### src/wvs_pkg.sv
/*
 * Constants shared by the wiper temporary-setting controller and its FIFO.
 * Assumes a 40 MHz core clock.
 */
package wvs_pkg;

	localparam int          WVS_CORE_PERIOD_PS  = 25000;
	localparam int          WVS_COMMIT_STROBE_SETUP_NS   = 150;
	localparam int          WVS_COMMIT_STROBE_SETUP_CYC  = (WVS_COMMIT_STROBE_SETUP_NS * 1000 + WVS_CORE_PERIOD_PS - 1)
	                                              / WVS_CORE_PERIOD_PS;
	localparam int          WVS_DATA_BITS       = 8;
	localparam int          WVS_ADDR_BITS       = 2;
	localparam int          WVS_FIFO_DEPTH      = 8;
	localparam logic [1:0]  WVS_OWN_ADDR        = 2'h1;
	localparam logic [2:0]  WVS_ADDR_LAST       = 3'h1;
	localparam logic [2:0]  WVS_DATA_LAST       = 3'h7;
	localparam logic [2:0]  WVS_CNT_RST         = 3'h0;
	localparam logic [7:0]  WVS_WIPER_RST       = 8'h00;

	typedef enum logic [2:0] {
		WVS_ST_IDLE  = 3'b000,
		WVS_ST_ADDR  = 3'b001,
		WVS_ST_DATA  = 3'b011,
		WVS_ST_APPLY = 3'b010,
		WVS_ST_GAP   = 3'b110
	} wvs_state_t;

endpackage

### src/wvs_stream_if.sv
/*
 * Valid/ready word stream between the controller and its FIFO.
 * Assumes both ends share one clock.
 */
`timescale 1ns/1ps
interface wvs_stream_if #(parameter int WIDTH = 8) ();
	logic             valid;
	logic             ready;
	logic [WIDTH-1:0] data;

	modport src (output valid, output data, input ready);
	modport snk (input valid, input data, output ready);
endinterface

### src/wvs_fifo.sv
/*
 * Synchronous FIFO with valid/ready on both sides.
 * Assumes DEPTH is a power of two, at least 2.
 */
`timescale 1ns/1ps
module wvs_fifo
	import wvs_pkg::*;
#(
	parameter int WIDTH = 8,
	parameter int DEPTH = 8
) (
	input  wire logic   clk_in,
	input  wire logic   resetn_in,
	wvs_stream_if.snk   push_in,
	wvs_stream_if.src   pop_out
);
	localparam int AW = $clog2(DEPTH);

	logic [WIDTH-1:0] mem_r [DEPTH];
	logic [AW:0]      wr_ptr_r;
	logic [AW:0]      rd_ptr_r;

	wire full_w  = (wr_ptr_r[AW] != rd_ptr_r[AW]) && (wr_ptr_r[AW-1:0] == rd_ptr_r[AW-1:0]);
	wire empty_w = (wr_ptr_r == rd_ptr_r);
	wire push_w  = push_in.valid && !full_w;
	wire pop_w   = pop_out.ready && !empty_w;

	assign push_in.ready = !full_w;
	assign pop_out.valid = !empty_w;
	assign pop_out.data  = mem_r[rd_ptr_r[AW-1:0]];

	always_ff @(posedge clk_in or negedge resetn_in) begin
		if (!resetn_in) begin
			wr_ptr_r <= '0;
			rd_ptr_r <= '0;
		end else begin
			if (push_w) wr_ptr_r <= wr_ptr_r + 1'b1;
			if (pop_w)  rd_ptr_r <= rd_ptr_r + 1'b1;
		end
	end

	always_ff @(posedge clk_in) begin
		if (push_w) mem_r[wr_ptr_r[AW-1:0]] <= push_in.data;
	end
endmodule

### src/wvs_ctrl.sv
/*
 * Serial control of one 8-bit wiper: temporary loads, reload from the
 * stored value on deselect, and queued commits to the non-volatile cell.
 * Assumes the serial pins are asynchronous to core_clk_in and that the
 * serial clock is well below a quarter of the core clock rate.
 */
// Behaviour
// - Temporary load changes output, not stored value
// - Any number of loads per select period while the commit queue is not full
// - Loaded value holds while select high
// - Select low reloads wiper from stored value
// - Uncommitted data dropped two clocks after receipt
// - Frame: start one, two address, eight data
// - Wiper updates on clock after last data bit
// - Old wiper value shifts out during data
`timescale 1ns/1ps
module wvs_ctrl
	import wvs_pkg::*;
#(
	parameter int FIFO_DEPTH = WVS_FIFO_DEPTH
) (
	input  wire logic       core_clk_in,
	input  wire logic       resetn_in,
	input  wire logic       ser_clk_in,
	input  wire logic       chip_sel_in,
	input  wire logic       serial_in,
	input  wire logic       commit_strobe_in,
	input  wire logic [7:0] nv_value_in,
	input  wire logic       nv_wr_ready_in,
	output logic      [7:0] wiper_out,
	output logic            serial_out,
	output logic            serial_oe_n_out,
	output logic            store_in_progress_n_out,
	output logic            nv_wr_valid_out,
	output logic      [7:0] nv_wr_data_out
);

	////////////////////////////////////////////////////////////////////////
	// Pin synchronisers

	logic [2:0] sclk_sync_r;
	logic [1:0] cs_sync_r;
	logic [1:0] din_sync_r;
	logic [1:0] commit_strobe_sync_r;

	always_ff @(posedge core_clk_in or negedge resetn_in) begin
		if (!resetn_in) begin
			sclk_sync_r <= 3'h0;
			cs_sync_r   <= 2'h0;
			din_sync_r  <= 2'h0;
			commit_strobe_sync_r <= 2'h0;
		end else begin
			sclk_sync_r <= {sclk_sync_r[1:0], ser_clk_in};
			cs_sync_r   <= {cs_sync_r[0], chip_sel_in};
			din_sync_r  <= {din_sync_r[0], serial_in};
			commit_strobe_sync_r <= {commit_strobe_sync_r[0], commit_strobe_in};
		end
	end

	wire sclk_rise_w = sclk_sync_r[1] && !sclk_sync_r[2];
	wire cs_w        = cs_sync_r[1];
	wire din_w       = din_sync_r[1];
	wire commit_strobe_w      = commit_strobe_sync_r[1];

	////////////////////////////////////////////////////////////////////////
	// Frame decode

	wvs_state_t state_r;
	wvs_state_t state_nxt;
	logic [2:0] cnt_r;
	logic [1:0] addr_r;
	logic [7:0] data_r;
	logic [7:0] out_sh_r;
	logic [7:0] wiper_r;
	logic       commit_strobe_hold_r;
	logic       load_pend_r;

	wvs_stream_if #(.WIDTH(WVS_DATA_BITS)) push_if ();
	wvs_stream_if #(.WIDTH(WVS_DATA_BITS)) pop_if ();

	wire edge_w       = cs_w && sclk_rise_w;
	wire start_w      = edge_w && (state_r == WVS_ST_IDLE) && din_w && push_if.ready;
	wire addr_done_w  = edge_w && (state_r == WVS_ST_ADDR) && (cnt_r == WVS_ADDR_LAST);
	wire data_shift_w = edge_w && (state_r == WVS_ST_DATA);
	wire data_done_w  = data_shift_w && (cnt_r == WVS_DATA_LAST);
	wire addr_ok_w    = (addr_r == WVS_OWN_ADDR);
	wire apply_fire_w = edge_w && (state_r == WVS_ST_APPLY) && addr_ok_w;
	wire commit_w     = apply_fire_w && commit_strobe_w && commit_strobe_hold_r;
	wire gap_done_w   = edge_w && (state_r == WVS_ST_GAP);

	always_comb begin
		state_nxt = state_r;
		if (!cs_w) begin
			state_nxt = WVS_ST_IDLE;
		end else if (sclk_rise_w) begin
			unique case (state_r)
				WVS_ST_IDLE:  if (start_w) state_nxt = WVS_ST_ADDR;
				WVS_ST_ADDR:  if (addr_done_w) state_nxt = WVS_ST_DATA;
				WVS_ST_DATA:  if (data_done_w) state_nxt = WVS_ST_APPLY;
				WVS_ST_APPLY: state_nxt = WVS_ST_GAP;
				WVS_ST_GAP:   state_nxt = WVS_ST_IDLE;
				default:      state_nxt = WVS_ST_IDLE;
			endcase
		end
	end

	always_ff @(posedge core_clk_in or negedge resetn_in) begin
		if (!resetn_in) begin
			state_r <= WVS_ST_IDLE;
			cnt_r   <= WVS_CNT_RST;
		end else begin
			state_r <= state_nxt;
			if (start_w || addr_done_w || !cs_w) cnt_r <= WVS_CNT_RST;
			else if (edge_w) cnt_r <= cnt_r + 3'h1;
		end
	end

	always_ff @(posedge core_clk_in or negedge resetn_in) begin
		if (!resetn_in) begin
			addr_r   <= 2'h0;
			data_r   <= 8'h00;
			out_sh_r <= 8'h00;
		end else begin
			if (edge_w && state_r == WVS_ST_ADDR) addr_r <= {din_w, addr_r[1]};
			if (data_shift_w) data_r <= {din_w, data_r[7:1]};
			if (addr_done_w) out_sh_r <= wiper_r;
			else if (data_shift_w) out_sh_r <= {1'b0, out_sh_r[7:1]};
		end
	end

	////////////////////////////////////////////////////////////////////////
	// Wiper and programming register

	always_ff @(posedge core_clk_in or negedge resetn_in) begin
		if (!resetn_in) begin
			wiper_r     <= WVS_WIPER_RST;
			load_pend_r <= 1'b1;
			commit_strobe_hold_r <= 1'b0;
		end else begin
			load_pend_r <= 1'b0;
			if (load_pend_r || !cs_w) wiper_r <= nv_value_in;
			else if (apply_fire_w) wiper_r <= data_r;
			if (data_done_w) commit_strobe_hold_r <= 1'b1;
			else if (commit_w || gap_done_w || !cs_w) commit_strobe_hold_r <= 1'b0;
		end
	end

	// Committed words queue towards the cell; a full queue refuses new frames
	assign push_if.valid = commit_w;
	assign push_if.data  = data_r;
	assign pop_if.ready  = nv_wr_ready_in;

	wvs_fifo #(
		.WIDTH (WVS_DATA_BITS),
		.DEPTH (FIFO_DEPTH)
	) u_fifo (
		.clk_in    (core_clk_in),
		.resetn_in (resetn_in),
		.push_in   (push_if),
		.pop_out   (pop_if)
	);

	assign wiper_out               = wiper_r;
	assign serial_out              = out_sh_r[0];
	assign serial_oe_n_out         = !cs_w;
	assign nv_wr_valid_out         = pop_if.valid;
	assign nv_wr_data_out          = pop_if.data;
	assign store_in_progress_n_out = !pop_if.valid && push_if.ready;
endmodule

### config.mk
export PLATFORM = sky130hd
export DESIGN_NAME = wvs_ctrl
export DESIGN_NICKNAME = d
export VERILOG_FILES = /design/src/wvs_pkg.sv /design/src/wvs_stream_if.sv /design/src/wvs_fifo.sv /design/src/wvs_ctrl.sv
export SDC_FILE = /design/constraint.sdc
export NUM_CORES = 1
export LEC_CHECK = 0
export BUFFER_PORTS_ARGS = -buffer_cell sky130_fd_sc_hd__buf_2
export CELL_PAD_IN_SITES_DETAIL_PLACEMENT = 1
export CELL_PAD_IN_SITES_GLOBAL_PLACEMENT = 1
export CORE_MARGIN = 2
export CORE_UTILIZATION = 55
export DETAILED_ROUTE_END_ITERATION = 6
export PLACE_DENSITY = 0.95
export SYNTH_ARGS = -nofsm -noshare
export SYNTH_HDL_FRONTEND = slang
export SYNTH_SLANG_ARGS = --single-unit
### constraint.sdc
create_clock -name core_clk_in -period 5.17 [get_ports core_clk_in]
set_input_delay 0.2585 -clock core_clk_in [delete_from_list [all_inputs] [get_ports core_clk_in]]
set_output_delay 0.2585 -clock core_clk_in [all_outputs]
set_load 0.03 [all_outputs]
==> results.md <==
- CTS sink cnt: 115
- TritonCTS clock tree: built
- Initial Util: 56.8%
- Fmax: 294 MHz
- Number of synthesized flops with an enable pin: 64
- Outcome: complete, no violations
- Max-cap viol count: 0
- Crit-path slowest cell: nor3_1
- Worst Path Arrival: 3520 ps
- Async set-or-reset flop fraction in the synthesized netlist: 44.3%
- Register area: 3200 µm²
- Final Setup Violations: 0
- Post-DP HPWL: 6.40 mm
- Total grt overflow: 0
- Crit end category: register
- Hold Fails Final Rpt: 0
- Post-Synthesis Cells: 277
- Pin count of the biggest net entering global routing: 52
- Startpoint Class: register
- Worst hold path type: input port to register
- Slew HR: 10.6%
- Worst-path fanout max: 12
- Syn Nets: 297
- Final GP Congestion: 0.758
- Row Count: 33
- CTS buffer count: 17
- Inst Count DP: 404
- Gr usage total: 25.3%
- Final worst path period share: 65.8%
- Die Wd: 96.4 µm
- CP Cell Sequence: and4bb_4 -> nand4b_2 -> or3_1 -> nor3_1
- Distinct cells, synth: 44
- Synth-to-Final Area Change: 21.1%
- Filler instances: 708
- DR pass1 iterations: 4
- Number of global-route vias before repair: 2950
- Ratio of cells with drive above 1 in the final layout: 32.8%
- Max IR drop VDD: 248 µV
- # nets final: 351
- First-pass GRT wire length: 16.4 mm
- WL/cell: 23.5 µm
- Synthesized area per cell: 16.9 µm²
- Residual DRC: 0
- Ys Warns: 0
- Clk_lat worst skew: 500 ps
- Area of the multi-input gates: 1390 µm²
- Crit-path max cell delay: 1050 ps
- Final Skew: 11.6 ps
- Pwr Total: 2.27 mW
- Cell Pwr Density: 399 nW/µm²
- Sequential area share after synthesis: 68.2%
- WS Path Type: register to register
- Top FF cell, synth: edfxtp_1
- Clock slew at reported path FFs: 60 ps
- Yosys reg bits: 115
- Final TNS setup: 0 ps
- Vias per inst: 5.92
- Post-Synthesis Cell Area: 4690 µm²
- CTS Root Cell: clkbuf_8
- Die area: 9290 µm²
- Via count: 2659
- Final Max Tran Viols: 0
- Port Buf Inserts: 34
- Post-route cell area: 5680 µm²
- Antenna violations before repair: 0
- Fin crit period: 3400 ps
- I/O pin count: 35
- Clk buf depth: 2
- Final Util: 68.8%
- Diode count: 0
- Post-route insts no fill: 449
- Core ar.: 8260 µm²
- 1st-iter DRT viols: 144
- RSZ-0062 raised after global routing: false
- Slew @ Worst Pin: 1330 ps
- Placed inst area: 4930 µm²
- ANT nets after route: 0
- DRT Wirelength: 10.6 mm
- Die Ht: 96.4 µm
- H-tree level count: 4
- CP required: 5280 ps
- Leakage Power: 2.34 nW
[metal layers]
layer  global-route usage, %  share of wire (%)  vias to the layer above
met4                    9.74                1.5                        0
met1                    30.5                 41                     1388
met3                    6.11                3.4                       15
li1                        -                  -                     1173
met2                    44.0                 54                       83
met5                       0                  0                        -
[cell type report]
type / count / share of cell area, %
Clock inverter: 15 / 3.61
Tap cell: 105 / 2.31
Sequential cell: 115 / 56.3
Clock buffer: 17 / 7.29
Timing Repair Buffer: 50 / 5.68
Multi-Input combinational cell: 142 / 24.5
Inverter: 5 / 0.330
[through the flow]
stage / hold slack, ps / setup WS [ps]
global route: 82.9 / 1600
global placement: 334 / 2110
detailed placement: 336 / 1860
floorplan: -37.1 / 2560
finish: 81.7 / 1770
CTS: 62.6 / 1740
[synth_stat cells, types with 3 or more instances]
| master | n | share of area, % |
|---|---|---|
| a21o_1 | 8 | 1.3 |
| a22o_1 | 8 | 1.5 |
| buf_2 | 6 | 0.64 |
| buf_4 | 3 | 0.48 |
| clkbuf_1 | 3 | 0.24 |
| dfrtp_1 | 50 | 27 |
| edfxtp_1 | 64 | 41 |
| ha_1 | 5 | 1.3 |
| inv_1 | 5 | 0.40 |
| mux2_2 | 20 | 4.8 |
| mux2i_1 | 9 | 1.9 |
| mux4_2 | 15 | 7.2 |
| nand2_1 | 16 | 1.3 |
| nand3_1 | 5 | 0.53 |
| nor2_1 | 3 | 0.24 |
| nor3_1 | 4 | 0.43 |
| nor4_1 | 3 | 0.40 |
| nor4b_2 | 3 | 0.96 |
| o21ai_0 | 9 | 0.96 |
| xnor2_1 | 8 | 1.5 |
| xor2_1 | 3 | 0.56 |
[placed cells by master, fill, tap and decap left out, drive strengths merged, types with 2 or more instances in the layout]
master / count
and4bb: 2
nand2: 16
nor4b: 4
a22o: 8
mux2: 21
a21o: 8
mux4: 16
nor2: 3
nor2b: 2
xnor2: 8
mux2i: 9
o21ai: 9
nor3: 4
clkinv: 7
nand3: 5
bufinv: 4
dfrtp: 50
nand2b: 2
nor4: 3
clkinvlp: 2
dlygate4sd3: 13
buf: 37
clkbuf: 17
ha: 5
nand4b: 2
xor2: 3
and3: 2
edfxtp: 64
inv: 7
[logic make-up (layout without fill, tap and decap cells)]
| family | count (synthesis) | count (layout) | share of synthesized area, % |
|---|---|---|---|
| buffers and inverters | 20 | 87 | 2.32 |
| and+or+nand+nor | 50 | 50 | 6.83 |
| other | 1 | 1 | 0.0799 |
| muxes | 46 | 46 | 14.8 |
| AOI/OAI and AO/OA | 29 | 29 | 4.40 |
| DFF | 115 | 115 | 68.2 |
| xor gates and xnor gates | 11 | 11 | 2.05 |
| adders and majority gates | 5 | 5 | 1.33 |
[flip-flops by register name, indices dropped and copies added, names as in the netlist, 3 cells and up]
register and flops:
out_sh_r 8, u_fifo.wr_ptr_r 4, data_r 8, u_fifo.rd_ptr_r 4, sclk_sync_r 3, wiper_out 8, cnt_r 3, u_fifo.mem_r 64
state_r 3
[worst max-delay path, delay by kind of cell, from the launching register on]
family	cells	cell delay, ps
AND/OR/NAND/NOR	4	2590
flip-flops	1	420
[final timing paths]
path	startpoint	endpoint	slack [ps]	cells past startpoint
max	state_r[2]	u_fifo.mem_r[5][2]	1770	4
min	nv_wr_ready_in	u_fifo.rd_ptr_r[2]	80	3
max reg2reg	state_r[2]	u_fifo.mem_r[5][2]	1770	4
min reg2reg	sclk_sync_r[0]	sclk_sync_r[1]	350	0
max in group asynchronous	resetn_in	cs_sync_r[0]	3960	2
min in group asynchronous	resetn_in	out_sh_r[0]	530	2
[power breakdown]
part           switching, mW  total, mW  internal, mW
registers             0.0136      0.993         0.979
clock network          0.423       1.21         0.786
logic                 0.0388     0.0662        0.0274
[repair_timing]
action / 4_1_cts / 5_1_grt
buffers inserted: 0 / 0
resized for setup: 0 / 0
hold buffers: 13 / 0
hold endpoints to repair: 48 / 0
setup endpoints to repair: 0 / 0
Power figures use the tool's default switching activity.
